$ cat config.mk
export PLATFORM = sky130hd
export DESIGN_NAME = stbs_top
export DESIGN_NICKNAME = d
export VERILOG_FILES = /design/src/stbs_pkg.sv /design/src/stbs_discrepancy.sv /design/src/stbs_top.sv
export VERILOG_INCLUDE_DIRS = /design/src /design/src/src
export SDC_FILE = /design/constraint.sdc
export NUM_CORES = 1
export LEC_CHECK = 0
export ABC_CLOCK_PERIOD_IN_PS = 2130
export BUFFER_PORTS_ARGS = -buffer_cell sky130_fd_sc_hd__clkbuf_2
export CAP_MARGIN = 20
export CORE_MARGIN = 4
export CORE_UTILIZATION = 41
export CTS_CLUSTER_SIZE = 25
export DETAILED_ROUTE_END_ITERATION = 10
export HOLD_SLACK_MARGIN = 0.03
export PLACE_DENSITY_LB_ADDON = 0.25
export SLEW_MARGIN = 30
export SYNTH_ARGS = -nofsm -noshare
export SYNTH_HDL_FRONTEND = slang
export SYNTH_HIERARCHICAL = 1
export SYNTH_SLANG_ARGS = --single-unit
$ cat constraint.sdc
create_clock -name mclk -period 2.13 [get_ports mclk]
set_input_delay 0.3195 -clock mclk [delete_from_list [all_inputs] [get_ports mclk]]
set_output_delay 0.3195 -clock mclk [all_outputs]
set_load 0.02 [all_outputs]
$ cat src/stbs_consts.svh
// Offsets, field positions, reset values and timing counts of the sequencer
`ifndef STBS_CONSTS_SVH
`define STBS_CONSTS_SVH

// ----------------------------------------
// Clock
// ----------------------------------------
`define STBS_CLK_MHZ 125

// ----------------------------------------
// Register byte addresses
// ----------------------------------------
`define STBS_ADDR_W 8
`define STBS_OFF_CTRL 8'h00
`define STBS_OFF_TOL 8'h04
`define STBS_OFF_SSDLY 8'h08
`define STBS_OFF_STATE 8'h0C
`define STBS_OFF_IRQ_STAT 8'h10
`define STBS_OFF_IRQ_CLR 8'h14
`define STBS_OFF_IRQ_EN 8'h18

// ----------------------------------------
// Control register fields
// ----------------------------------------
`define STBS_CTRL_MODE_LSB 0
`define STBS_CTRL_BRAKE_CFG 2
`define STBS_CTRL_BRK_EN 3
`define STBS_MODE_ONBOARD 2'h0
`define STBS_MODE_TEL_BASIC 2'h1
`define STBS_MODE_TEL_EXT 2'h2
`define STBS_CTRL_RESET 4'h0

// ----------------------------------------
// State register fields
// ----------------------------------------
`define STBS_ST_EVENT 0
`define STBS_ST_FAULT 1
`define STBS_ST_TQ_OFF 2
`define STBS_ST_BRK_SAFE 3
`define STBS_ST_MOTOR_ON 4
`define STBS_ST_READY 5
`define STBS_ST_CAUSE_STAGE 6
`define STBS_ST_FVAL_LSB 16

// ----------------------------------------
// Fault value and timing
// ----------------------------------------
`define STBS_FAULT_DISCREPANCY 16'h0406
`define STBS_CNT_W 24
`define STBS_TOL_US 20
`define STBS_SSDLY_US 30
`define STBS_TOL_CYC (`STBS_TOL_US * `STBS_CLK_MHZ)
`define STBS_SSDLY_CYC (`STBS_SSDLY_US * `STBS_CLK_MHZ)

`endif

$ cat src/stbs_pkg.sv
// Types shared by the sequencer files
package stbs_pkg;

  // ----------------------------------------
  // Safety telegram control word 1
  // ----------------------------------------
  typedef struct packed {
    logic ack;
    logic [4:0] spare;
    logic safe_stop_deselect_ext;
    logic torque_off_deselect_ext;
  } stbs_cw1_s;

  // ----------------------------------------
  // Interrupt events
  // ----------------------------------------
  typedef struct packed {
    logic safe_stop_done;
    logic torque_off_on;
    logic discrepancy;
  } stbs_evt_s;

  // ----------------------------------------
  // Safe stop sequence
  // ----------------------------------------
  typedef enum logic [1:0] {
    STBS_SS_IDLE,
    STBS_SS_RAMP,
    STBS_SS_DONE
  } stbs_ss_e;

endpackage : stbs_pkg

$ cat src/stbs_discrepancy.sv
// Two-channel discrepancy filter with tolerance timer
`timescale 1ns/1ns
`default_nettype none
`include "stbs_consts.svh"

module stbs_discrepancy (
  input wire logic mclk,
  input wire logic resetn,
  input wire logic chan_a,
  input wire logic chan_b,
  input wire logic [`STBS_CNT_W-1:0] tolerance,
  output logic expired
);

  logic [`STBS_CNT_W-1:0] cnt_q;
  logic done_q;
  wire differ = chan_a ^ chan_b;
  wire at_limit = (cnt_q >= tolerance);

  // One pulse per continuous disagreement; agreement restarts the timer
  always_ff @(posedge mclk) begin
    if (!resetn) begin
      cnt_q <= '0;
      done_q <= 1'b0;
      expired <= 1'b0;
    end else begin
      expired <= 1'b0;
      if (!differ) begin
        cnt_q <= '0;
        done_q <= 1'b0;
      end else if (!at_limit) begin
        cnt_q <= cnt_q + 1'b1;
      end else if (!done_q) begin
        done_q <= 1'b1;
        expired <= 1'b1;
      end
    end
  end

endmodule // stbs_discrepancy

`default_nettype wire

$ cat src/stbs_top.sv
// Safe torque-off, brake control and safe stop sequencer
`timescale 1ns/1ns
`default_nettype none
`include "stbs_consts.svh"

// What this block does
// - Expiry on stage input reports fault 1030
// - Expiry also sets the internal event flag
// - Stage terminal toggle never acknowledges the event
// - Brake control active: configured, enabled, torque off
// - No switch-on while torque off is selected
// - Safe stop ramps with quick-stop time
// - Safe stop closes brake at standstill
// - Torque off at standstill or delay expiry
// - No switch-on while safe stop is selected
module stbs_top (
  input wire logic mclk,
  input wire logic resetn,
  input wire logic stage_term_a,
  input wire logic stage_term_b,
  input wire logic failsafe_input,
  input wire logic safe_stop_deselect_basic,
  input wire stbs_pkg::stbs_cw1_s tel_cw1,
  input wire logic standard_ack_source,
  input wire logic run_command,
  input wire logic quick_stop_cmd_n,
  input wire logic at_standstill,
  input wire logic [`STBS_ADDR_W-1:0] reg_addr,
  input wire logic [31:0] reg_wdata,
  input wire logic reg_wr,
  input wire logic reg_rd,
  output logic [31:0] reg_rdata,
  output logic internal_event_flag,
  output logic [15:0] fault_value_field,
  output logic torque_off_active_basic,
  output logic brake_control_safe,
  output logic close_brake_cmd,
  output logic release_brake_cmd,
  output logic quick_ramp_active,
  output logic motor_on,
  output logic ready_to_switch_on,
  output logic irq
);

  // ----------------------------------------
  // Helpers
  // ----------------------------------------
  function automatic logic rise(input logic prev, input logic cur);
    rise = cur & ~prev;
  endfunction

  function automatic logic fall(input logic prev, input logic cur);
    fall = prev & ~cur;
  endfunction

  // ----------------------------------------
  // Registers
  // ----------------------------------------
  logic [3:0] ctrl_q;
  logic [`STBS_CNT_W-1:0] tol_q;
  logic [`STBS_CNT_W-1:0] ssdly_q;
  stbs_pkg::stbs_evt_s irq_stat_q;
  stbs_pkg::stbs_evt_s irq_en_q;
  logic fault_q;
  logic cause_stage_q;
  logic fsin_q;
  logic run_q;
  logic sack_q;
  stbs_pkg::stbs_cw1_s cw1_q;
  stbs_pkg::stbs_ss_e ss_q;
  stbs_pkg::stbs_ss_e ss_d;
  logic [`STBS_CNT_W-1:0] ss_cnt_q;
  logic tq_off_prev_q;

  // ----------------------------------------
  // Bus decode
  // ----------------------------------------
  wire wr_ctrl = reg_wr && (reg_addr == `STBS_OFF_CTRL);
  wire wr_tol = reg_wr && (reg_addr == `STBS_OFF_TOL);
  wire wr_ssdly = reg_wr && (reg_addr == `STBS_OFF_SSDLY);
  wire wr_clr = reg_wr && (reg_addr == `STBS_OFF_IRQ_CLR);
  wire wr_en = reg_wr && (reg_addr == `STBS_OFF_IRQ_EN);

  wire [1:0] mode = ctrl_q[`STBS_CTRL_MODE_LSB +: 2];
  wire brake_cfg = ctrl_q[`STBS_CTRL_BRAKE_CFG];
  wire brk_en = ctrl_q[`STBS_CTRL_BRK_EN];
  wire tel_mode = (mode == `STBS_MODE_TEL_BASIC) || (mode == `STBS_MODE_TEL_EXT);

  // ----------------------------------------
  // Discrepancy on the power-stage terminals
  // ----------------------------------------
  logic stage_expired;

  stbs_discrepancy u_stage_disc (
    .mclk(mclk),
    .resetn(resetn),
    .chan_a(stage_term_a),
    .chan_b(stage_term_b),
    .tolerance(tol_q),
    .expired(stage_expired)
  );

  // ----------------------------------------
  // Acknowledgment paths
  // ----------------------------------------
  // Stage terminals are deliberately absent here
  wire ack_fsin = rise(fsin_q, failsafe_input);
  wire ack_tel = tel_mode &&
    (rise(cw1_q.torque_off_deselect_ext, tel_cw1.torque_off_deselect_ext) ||
     rise(cw1_q.safe_stop_deselect_ext, tel_cw1.safe_stop_deselect_ext) ||
     fall(cw1_q.ack, tel_cw1.ack));
  wire event_ack = ack_fsin || ack_tel;
  wire std_ack = rise(sack_q, standard_ack_source);
  wire run_rise = rise(run_q, run_command);

  // ----------------------------------------
  // Selections
  // ----------------------------------------
  wire stage_sel = ~stage_term_a | ~stage_term_b;
  wire tq_off_sel = ~failsafe_input | stage_sel |
                    (tel_mode & ~tel_cw1.torque_off_deselect_ext);
  wire ss_sel = ~safe_stop_deselect_basic |
                (tel_mode & ~tel_cw1.safe_stop_deselect_ext);
  wire ss_timeout = (ss_cnt_q >= ssdly_q);

  // A set pulse in the same cycle as an ack keeps the event raised
  wire event_d = stage_expired ? 1'b1 :
                 (event_ack ? 1'b0 : internal_event_flag);

  // Torque off forced by selection, internal event or finished safe stop
  wire tq_off_d = tq_off_sel | event_d | (ss_q == stbs_pkg::STBS_SS_DONE);
  wire brk_safe_d = brake_cfg & brk_en & tq_off_d;

  // Switch-on only on a fresh run edge with every blocker gone
  wire on_block = tq_off_sel | ss_sel | fault_q | internal_event_flag;
  wire motor_on_d = motor_on ? (run_command & quick_stop_cmd_n & ~tq_off_d &
                                (ss_q == stbs_pkg::STBS_SS_IDLE)) :
                               (run_rise & quick_stop_cmd_n & ~on_block & ~tq_off_d);

  // ----------------------------------------
  // Safe stop sequence
  // ----------------------------------------
  always_comb begin
    ss_d = ss_q;
    case (ss_q)
      stbs_pkg::STBS_SS_IDLE: begin
        if (ss_sel) begin
          // A motor already off goes straight to torque off
          ss_d = motor_on ? stbs_pkg::STBS_SS_RAMP : stbs_pkg::STBS_SS_DONE;
        end
      end
      stbs_pkg::STBS_SS_RAMP: begin
        if (!ss_sel) begin
          ss_d = stbs_pkg::STBS_SS_IDLE;
        end else if (at_standstill || ss_timeout) begin
          ss_d = stbs_pkg::STBS_SS_DONE;
        end
      end
      stbs_pkg::STBS_SS_DONE: begin
        if (!ss_sel) begin
          ss_d = stbs_pkg::STBS_SS_IDLE;
        end
      end
      default: begin
        ss_d = stbs_pkg::STBS_SS_DONE;
      end
    endcase
  end

  wire ss_ramp_d = (ss_d == stbs_pkg::STBS_SS_RAMP);
  wire ss_done_evt = (ss_d == stbs_pkg::STBS_SS_DONE) && (ss_q != stbs_pkg::STBS_SS_DONE);

  // Brake stays open while the ramp still turns the motor, closes at standstill
  wire close_d = (~motor_on_d & ~ss_ramp_d) | (ss_ramp_d & at_standstill) | brk_safe_d |
                 (ss_d == stbs_pkg::STBS_SS_DONE);

  always_ff @(posedge mclk) begin
    if (!resetn) begin
      ss_q <= stbs_pkg::STBS_SS_IDLE;
      ss_cnt_q <= '0;
    end else begin
      ss_q <= ss_d;
      ss_cnt_q <= (ss_q == stbs_pkg::STBS_SS_RAMP) ? ss_cnt_q + 1'b1 : '0;
    end
  end

  // ----------------------------------------
  // Fault, event and drive outputs
  // ----------------------------------------
  always_ff @(posedge mclk) begin
    if (!resetn) begin
      internal_event_flag <= 1'b0;
      fault_q <= 1'b0;
      cause_stage_q <= 1'b0;
      fault_value_field <= 16'h0000;
      // Detectors start at each pin's idle level; a run held high needs a new edge
      fsin_q <= 1'b1;
      run_q <= 1'b1;
      sack_q <= 1'b0;
      cw1_q <= 8'h7F;
      tq_off_prev_q <= 1'b1;
    end else begin
      fsin_q <= failsafe_input;
      run_q <= run_command;
      sack_q <= standard_ack_source;
      cw1_q <= tel_cw1;
      tq_off_prev_q <= tq_off_d;
      internal_event_flag <= event_d;
      cause_stage_q <= stage_sel;
      if (stage_expired) begin
        fault_q <= 1'b1;
        fault_value_field <= `STBS_FAULT_DISCREPANCY;
      end else if (std_ack && !internal_event_flag) begin
        fault_q <= 1'b0;
        fault_value_field <= 16'h0000;
      end
    end
  end

  always_ff @(posedge mclk) begin
    if (!resetn) begin
      torque_off_active_basic <= 1'b1;
      brake_control_safe <= 1'b0;
      close_brake_cmd <= 1'b1;
      release_brake_cmd <= 1'b0;
      quick_ramp_active <= 1'b0;
      motor_on <= 1'b0;
      ready_to_switch_on <= 1'b0;
    end else begin
      torque_off_active_basic <= tq_off_d;
      brake_control_safe <= brk_safe_d;
      close_brake_cmd <= close_d;
      release_brake_cmd <= ~close_d;
      quick_ramp_active <= ss_ramp_d;
      motor_on <= motor_on_d;
      // Ready tells the controller when switch-on will be taken
      ready_to_switch_on <= ~motor_on_d & ~on_block & ~tq_off_d;
    end
  end

  // ----------------------------------------
  // Register file and interrupt
  // ----------------------------------------
  stbs_pkg::stbs_evt_s evt;
  assign evt.discrepancy = stage_expired;
  assign evt.torque_off_on = tq_off_d & ~tq_off_prev_q;
  assign evt.safe_stop_done = ss_done_evt;

  wire [2:0] clr_bits = wr_clr ? reg_wdata[2:0] : 3'h0;
  wire [2:0] stat_d = evt | (irq_stat_q & ~clr_bits);

  always_ff @(posedge mclk) begin
    if (!resetn) begin
      ctrl_q <= `STBS_CTRL_RESET;
      tol_q <= `STBS_CNT_W'(`STBS_TOL_CYC);
      ssdly_q <= `STBS_CNT_W'(`STBS_SSDLY_CYC);
      irq_stat_q <= 3'h0;
      irq_en_q <= 3'h0;
      irq <= 1'b0;
    end else begin
      if (wr_ctrl) ctrl_q <= reg_wdata[3:0];
      if (wr_tol) tol_q <= reg_wdata[`STBS_CNT_W-1:0];
      if (wr_ssdly) ssdly_q <= reg_wdata[`STBS_CNT_W-1:0];
      if (wr_en) irq_en_q <= reg_wdata[2:0];
      // Set wins over a clear in the same cycle
      irq_stat_q <= stat_d;
      irq <= |(stat_d & (wr_en ? reg_wdata[2:0] : irq_en_q));
    end
  end

  logic [31:0] state_word;
  always_comb begin
    state_word = 32'h0000_0000;
    state_word[`STBS_ST_EVENT] = internal_event_flag;
    state_word[`STBS_ST_FAULT] = fault_q;
    state_word[`STBS_ST_TQ_OFF] = torque_off_active_basic;
    state_word[`STBS_ST_BRK_SAFE] = brake_control_safe;
    state_word[`STBS_ST_MOTOR_ON] = motor_on;
    state_word[`STBS_ST_READY] = ready_to_switch_on;
    state_word[`STBS_ST_CAUSE_STAGE] = cause_stage_q;
    state_word[`STBS_ST_FVAL_LSB +: 16] = fault_value_field;
  end

  logic [31:0] rd_mux;
  always_comb begin
    case (reg_addr)
      `STBS_OFF_CTRL: rd_mux = {28'h0, ctrl_q};
      `STBS_OFF_TOL: rd_mux = {8'h00, tol_q};
      `STBS_OFF_SSDLY: rd_mux = {8'h00, ssdly_q};
      `STBS_OFF_STATE: rd_mux = state_word;
      `STBS_OFF_IRQ_STAT: rd_mux = {29'h0, irq_stat_q};
      `STBS_OFF_IRQ_EN: rd_mux = {29'h0, irq_en_q};
      default: rd_mux = 32'h0000_0000;
    endcase
  end

  // Data stand only in the cycle after the read strobe
  always_ff @(posedge mclk) begin
    if (!resetn) begin
      reg_rdata <= 32'h0000_0000;
    end else begin
      reg_rdata <= reg_rd ? rd_mux : 32'h0000_0000;
    end
  end

endmodule // stbs_top

`default_nettype wire

==> flow_summary.ini, run 1 <==
[status]
status = complete, but fails checks
violations = setup timing

[final_layout]
layout-drive-gt1-share_pct = 38.0
syn2layout_area_growth_pct = 36.6
final-seq-area_mm2 = 0.00309
instances_no_fill = 1388
multi_input_area_mm2 = 0.00478
insertedDiodeCount = 0
fillers = 1651
fin_nets = 1225

[routing]
drc = 0
drtIter0Drc = 291
viasPerCell = 5.09
vias = 7065
drt_wl_total_um = 22000
antenna_left = 0
first_pass_iters = 5
wl_per_cell_um = 15.9

[min_path]
hold_start = tel_cw1[7]
min_path_cells = 2
hold_end = cw1_q[7]$_SDFF_PN0_
hp-class = in2reg

[die]
coreArea_mm2 = 0.0188
die_h_um = 147
num_rows = 50
start_util_pct = 42.0
pin_count = 117
die_width_um = 147
dieArea_mm2 = 0.0216

[cts]
cts.clk_slew.worst_paths_ns = 0.06
cts.sinks = 152
cts-root-buf = clkbuf_16
clockBufferDepth = 2
cts-htree-levels = 4
cts_tree = built
numCtsBuffers = 17
clk_latency_ns = 0.43

[global_route]
grtUsageMet1_pct = 26.0
grtUsageMet3_pct = 3.61
top_usage_layer = met2
grt_max_degree = 45
met2_usage_pct = 30.6
grt_pass1_vias = 6708
overflow = 0
grt_pass1_wl_um = 33800
antenna_found_initial = 0
grt_usage_pct = 19.3

[placed_design]
place_ws_ns = -0.239
dpl.hpwl_um = 15300
place_inst = 1342
gp_congestion = 0.856
port_buffers = 83

[synthesis]
yosys_warnings = 6
synth_edf_count = 0
synth_top_area_share_pct = 38.5
synthTopCellsByCount = dfxtp_1, nand2_1, nor2_1
ys_ff_latch = 152
ys.flop_type = dfxtp_1
netlist_top_cells_area = dfxtp_1, ha_1, nand2_1
ys_seq_area_share_pct = 38.5
synth.distinct_cells = 73
synth_area_mm2 = 0.00791
synthCells = 908
synth.avg_cell_area_um2 = 8.71
synth_area_leader_cell = dfxtp_1
synthArstFlopShare_pct = 0
synthMostInstantiatedCell = dfxtp_1

[power_and_ir_drop]
pwr_density_cell_mw_per_mm2 = 599
finalPower_mw = 6.47
leakagePower_nw = 4.36
vdd_drop_max_mv = 0.427

[setup_path]
rrSetupSlack_ns = -0.25
critPathLaunchType = register
worstPathArrival_ns = 2.68
crit_required_ns = 2.43
cp-end-kind = register
r2r-start = tol_q[19]$_SDFFE_PN0P_
crit_fanout = 5
critical_path_class = reg2reg
r2r_end = u_stage_disc/cnt_q[10]$_SDFFE_PN0N_
r2r_cells = 9

[timing]
whs_ns = 0.105
period_share_pct = 112
fin_tns_setup_ns = -5.18
setup_viol = 28
rsz0062_at_grt = true
final_max_slew_viol_count = 0
fin_ws_ns = -0.250
skew_ns = 0.0111
hold_violations = 0
post-route-min-period_ns = 2.38
max_freq_mhz = 420

[job]
cap_viol_max_count = 0
logic make-up after synthesis:
kind of cell,share of synthesized area [%]
AOI/OAI and AO/OA,17.2
xor gates and xnor gates,2.53
adders and majority gates,7.91
buffers and inverters,8.04
DFF,38.5
muxes,2.37
other,0.0474
and+or+nand+nor,23.4
critical path, stage by stage (launching register included):
cell and delay [ns]:
dfxtp_2 0.35, inv_2 0.05, ha_4 0.27, nand4_1 0.12, or4_4 0.58, o41ai_4 0.34, buf_6 0.21, buf_6 0.15
nor4_1 0.07, mux2i_1 0.12
flip-flops by register name (all words and copies together), names as in the netlist, 2 cells and up:
signal	flops
ss_cnt_q	24
ssdly_q	24
u_stage_disc/cnt_q	24
cw1_q	3
reg_rdata	25
tol_q	24
irq_stat_q	3
ctrl_q	4
ss_q	2
irq_en_q	3
layout make-up:
| cell class | count | share of cell area (%) |
|---|---|---|
| multi-input combinational | 651 | 44.3 |
| sequential | 152 | 28.6 |
| timing repair buffer | 235 | 16.1 |
| clock buffer | 20 | 4.32 |
| tap | 260 | 3.01 |
| inverter | 58 | 2.02 |
| clock inverter | 12 | 1.73 |
stage by stage:
step | utilization (%) | cell area [µm²]
floorplan | - | 8000
global placement | 50.0 | 9420
detailed placement | 50.0 | 9420
CTS | 54.2 | 10200
global route | 57.4 | 10800
finish | 57.4 | 10800
placed cells by master, fill, tap and decap left out, types with 12 or more instances in the layout:
cell type	n
a21oi_1	31
dfxtp_2	35
a21oi_2	12
nand3_1	22
mux2i_1	12
a22oi_1	20
inv_1	44
nand2_2	16
ha_4	19
dfxtp_1	117
xor2_1	16
inv_2	14
clkbuf_2	83
conb_1	20
buf_4	131
a21boi_2	15
nor2_1	60
o31ai_1	18
nand4_1	19
nand2_1	125
nor2b_1	15
or4_1	16
clkbuf_16	21
a21boi_0	20
ha_1	30
report_power, final:
part / internal, mW / leakage [nW] / total [mW] / switching [mW]
Clock: 2.07 / 0.316 / 3.33 / 1.25
Combinational: 0.102 / 2.81 / 0.281 / 0.178
Sequential: 2.86 / 1.24 / 2.87 / 0.00907
per-layer routing:
layer / vias to the layer above / routed length, µm
li1: 3559 / -
met1: 3304 / 10100
met2: 165 / 10400
met3: 37 / 963
met4: 0 / 556
met5: - / 0
how the worst max path moves through the flow:
stage / from / end / slack, ns
final: tol_q[19]$_SDFFE_PN0P_ / u_stage_disc/cnt_q[10]$_SDFFE_PN0N_ / -0.25
after detailed placement: tol_q[2]$_SDFFE_PN1P_ / u_stage_disc/cnt_q[17]$_SDFFE_PN0N_ / -0.24
after floorplan: tol_q[18]$_SDFFE_PN0P_ / u_stage_disc/cnt_q[19]$_SDFFE_PN0N_ / -0.15
after global routing: tol_q[19]$_SDFFE_PN0P_ / u_stage_disc/cnt_q[10]$_SDFFE_PN0N_ / -0.33
after CTS: tol_q[19]$_SDFFE_PN0P_ / u_stage_disc/cnt_q[22]$_SDFFE_PN0N_ / -0.21
after global placement: tol_q[2]$_SDFFE_PN1P_ / u_stage_disc/cnt_q[17]$_SDFFE_PN0N_ / -0.18
timing repair:
item / CTS / global route
hold buffers: 0 / 0
endpoints found under the hold margin: 0 / 0
endpoints found under the setup margin: 33 / 33
buffers inserted: 2 / 5
cloned: 0 / 7
pin swaps: 18 / 31
resized for setup: 31 / 96
Power figures use the tool's default switching activity.
==> inputs of run 2 (changes only) <==
CORE_UTILIZATION = 52   (was 41)
==> flow_summary.ini, run 2 (synthesis gave the netlist of run 1 again) <==
[timing]
final_max_slew_viol_count = 0
rsz0062_at_grt = true
post-route-min-period_ns = 2.46
period_share_pct = 115
setup_viol = 30
fin_tns_setup_ns = -7.16
maxSlewHeadroom_pct = 65.7
whs_ns = 0.0950
fin_ws_ns = -0.326
hold_violations = 0
worstMarginPinSlew_ns = 0.512
skew_ns = 0.00733
max_freq_mhz = 407

[routing]
wl_per_cell_um = 16.9
antenna_left = 0
vias = 7257
drc = 0
drtIter0Drc = 483
drt_wl_total_um = 22000
viasPerCell = 5.59
first_pass_iters = 5

[final_layout]
finalInstanceArea_mm2 = 0.0104
regMostFlops = reg_rdata
layout-drive-gt1-share_pct = 33.2
instances_no_fill = 1299
largest_register_ffs = 25
mostFrequentLayoutCell = dfxtp_1
syn2layout_area_growth_pct = 31.8
insertedDiodeCount = 0
layout_common_cells = dfxtp_1, nand2_1, buf_4, clkbuf_2, nor2_1
fin_nets = 1214

[cts]
cts-htree-levels = 4
numCtsBuffers = 17
cts.sinks = 152
cts_tree = built
cts_hold_buffers = 0
clk_latency_ns = 0.42
cts-root-buf = clkbuf_16
cts.clk_slew.worst_paths_ns = 0.06
clockBufferDepth = 2

[global_route]
grt_pass1_vias = 7034
grt_usage_pct = 24.1
antenna_found_initial = 0
grt_pass1_wl_um = 34400
grt_max_degree = 52
overflow = 0

[setup_path]
crit_fanout = 6
critPathLaunchType = register
crit_required_ns = 2.47
worstPathArrival_ns = 2.80
cp-end-kind = register
critical_path_class = reg2reg

[power_and_ir_drop]
pwr_density_cell_mw_per_mm2 = 579
vdd_drop_max_mv = 0.589
leakagePower_nw = 4.25

[die]
num_rows = 44
pin_count = 117
die_width_um = 131
start_util_pct = 53.8
coreArea_mm2 = 0.0147
die_h_um = 131
dieArea_mm2 = 0.0172

[min_path]
hp-class = in2reg

[placed_design]
place_ws_ns = -0.219
port_buffers = 83
gp_congestion = 0.910
dpl.hpwl_um = 14800
placed_area_mm2 = 0.00924
place_inst = 1253

[status]
violations = setup timing
status = complete, but fails checks

[job]
cap_viol_max_count = 0
[run 2: cell types whose count changed in the layout (fill, tap and decap cells not counted), sizes merged]
cell	previous run	this run
inv	62	60
bufinv	4	1
clkbuf	107	109
clkinvlp	2	5
buf	148	135
[run 2: per-stage QoR]
step	power, mW	utilization (%)
after floorplan	3.10	-
final	6.03	70.9
after CTS	6.05	68.0
after global placement	3.19	62.8
after global routing	6.23	70.9
after detailed placement	3.19	62.8
[run 2: cell type report]
class	instances	area, µm²
Multi-Input combinational cell	651	4650
Tap cell	184	230
Clock inverter	10	95.1
Sequential cell	152	3060
Timing Repair Buffer	224	1700
Fill cell	1143	4280
Inverter	58	218
Clock buffer	20	467
[run 2: worst max-delay path, stage by stage, from the launching register on]
cell     delay (ns)
dfxtp_2        0.34
inv_2          0.05
ha_4           0.25
nand4_1        0.14
or4_4          0.58
o41ai_4        0.35
buf_6          0.20
buf_12         0.14
buf_6          0.11
o31ai_4        0.05
a21oi_1        0.16
[run 2: final timing paths]
| check | startpoint | end | slack (ns) | cells after the start |
|---|---|---|---|---|
| max | tol_q[19]$_SDFFE_PN0P_ | u_stage_disc/cnt_q[21]$_SDFFE_PN0N_ | -0.33 | 10 |
| min | run_command | run_q$_SDFF_PN1_ | 0.09 | 2 |
| min reg2reg | u_stage_disc/done_q$_SDFFE_PN0P_ | u_stage_disc/expired$_SDFF_PN0_ | 0.43 | 1 |
| max reg2reg | tol_q[19]$_SDFFE_PN0P_ | u_stage_disc/cnt_q[21]$_SDFFE_PN0N_ | -0.33 | 10 |
[run 2: power by group]
group,internal (mW),switching [mW]
combinational,0.103,0.177
clock,1.69,1.20
sequential,2.86,0.00929
[run 2: per-layer routing]
metal	global-route usage [%]	vias to the layer above	share of wire, %	routed length (µm)
li1	-	3539	-	-
met1	31.5	3404	43	9480
met2	39.9	270	49	10700
met3	4.78	44	5.7	1260
met4	8.23	0	2.3	495
met5	0	-	0	0
[run 2: repair_timing]
action / CTS / global route
gates cloned: 2 / 7
resized for setup: 31 / 49
endpoints found under the setup margin: 32 / 35
pin swaps: 20 / 26
setup buffers: 4 / 5
==> inputs of run 3 (changes only) <==
SKIP_CTS_REPAIR_TIMING = 1   (was not set)
==> flow_summary.ini, run 3 (synthesis gave the netlist of run 1 again) <==
[setup_path]
crit_fanout = 6
cp.buffers_inverters = 4
cp_cell_sequence = inv_2 > ha_4 > nand4_1 > or4_4 > o41ai_4 > buf_4 > buf_12 > buf_6 > o31ai_2 > a21oi_1
critical_path_class = reg2reg
critPathLaunchType = register
cp-end-kind = register
r2r-start = tol_q[19]$_SDFFE_PN0P_
crit_slowest_cell = or4_4
path_depth = 10
worstPathArrival_ns = 2.71
r2r_cells = 10
critPathLaunch = tol_q[19]$_SDFFE_PN0P_
crit_required_ns = 2.48
cpPeakStageDelay_ns = 0.58
critical-path-top-delay-family = simple AND/OR/NAND/NOR gates

[timing]
max_freq_mhz = 424
fin_ws_ns = -0.231
maxSlewHeadroom_pct = 65.7
rsz0062_at_grt = true
skew_ns = 0.00876
worstMarginPinSlew_ns = 0.510
period_share_pct = 111
setup_viol = 31
whs_ns = 0.0955
final_max_slew_viol_count = 0
post-route-min-period_ns = 2.36
hold_violations = 0

[cts]
cts-root-buf = clkbuf_16
clk_latency_ns = 0.43
cts.sinks = 152
cts-htree-levels = 4
clockBufferDepth = 2
numCtsBuffers = 17
cts_tree = built
cts.clk_slew.worst_paths_ns = 0.06

[routing]
drc = 0
first_pass_iters = 7
met2WireLength_um = 10400
wl_met1_um = 9460
vias = 7228
viasPerCell = 5.57
drtIter0Drc = 455
wl_met3_um = 1110
wl_per_cell_um = 16.6
routed.top_layer = met4
antenna_left = 0
drt_wl_total_um = 21600

[global_route]
grt_pass1_vias = 6926
overflow = 0
grt_max_degree = 52
antenna_found_initial = 0
grt_pass1_wl_um = 33600
grt_usage_pct = 23.5

[placed_design]
port_buffers = 83
dpl.hpwl_um = 14800
place_ws_ns = -0.219
gp_congestion = 0.910

[final_layout]
layout_common_cells = dfxtp_1, nand2_1, buf_4, clkbuf_2, nor2_1
insertedDiodeCount = 0
mostFrequentLayoutCell = dfxtp_1
fin_nets = 1213
syn2layout_area_growth_pct = 32.5
largest_register_ffs = 25
layout-drive-gt1-share_pct = 34.9
regMostFlops = reg_rdata
final_core_util_pct = 71.3

[status]
status = complete, but fails checks
violations = setup timing

[die]
num_rows = 44
die_width_um = 131
coreArea_mm2 = 0.0147
pin_count = 117
start_util_pct = 53.8
dieArea_mm2 = 0.0172
die_h_um = 131

[min_path]
min_path_cells = 2
hold_start = run_command
hp-class = in2reg

[job]
cap_viol_max_count = 0

[power_and_ir_drop]
leakagePower_nw = 4.29
finalPower_mw = 6.03
pwr_density_cell_mw_per_mm2 = 575
vdd_drop_max_mv = 0.594
run 3: through the flow:
step	setup TNS, ns	instances	instance area [µm²]
final	-5.02	1298	10500
after global routing	-7.40	1298	10500
after CTS	-5.71	1283	9800
after detailed placement	-5.03	1253	9240
after global placement	-3.89	1253	9240
after floorplan	-2.82	927	8000
run 3: final cells by class:
class                           count  area, µm²
Clock buffer                       20        467
Clock inverter                     10       95.1
Fill cell                        1144       4220
Inverter                           58        218
Multi-Input combinational cell    651       4700
Sequential cell                   152       3080
Tap cell                          184        230
Timing Repair Buffer              223       1690
run 3: path summary, 6_finish.rpt:
check	slack [ns]	end
max	-0.23	u_stage_disc/cnt_q[21]$_SDFFE_PN0N_
min	0.1	run_q$_SDFF_PN1_
max reg2reg	-0.23	u_stage_disc/cnt_q[21]$_SDFFE_PN0N_
min reg2reg	0.43	u_stage_disc/expired$_SDFF_PN0_
run 3: per-layer routing:
metal,global-route usage [%],up-vias
li1,-,3542
met1,31.0,3384
met2,39.0,250
met3,4.85,52
met4,7.29,0
met5,0,-
run 3: worst reg2reg max path: cells and delay by family, from the launching register on:
family,cells,cell delay (ns)
buffers and inverters,4,0.50
adders and majority gates,1,0.26
DFF,1,0.34
and+or+nand+nor,2,0.71
AOI/OAI and AO/OA,3,0.49
run 3: where the power goes:
group,internal (mW),total (mW),switching (mW)
Sequential,2.86,2.87,0.00956
Clock,1.69,2.88,1.19
Combinational,0.102,0.277,0.175
Total,4.65,6.03,1.38
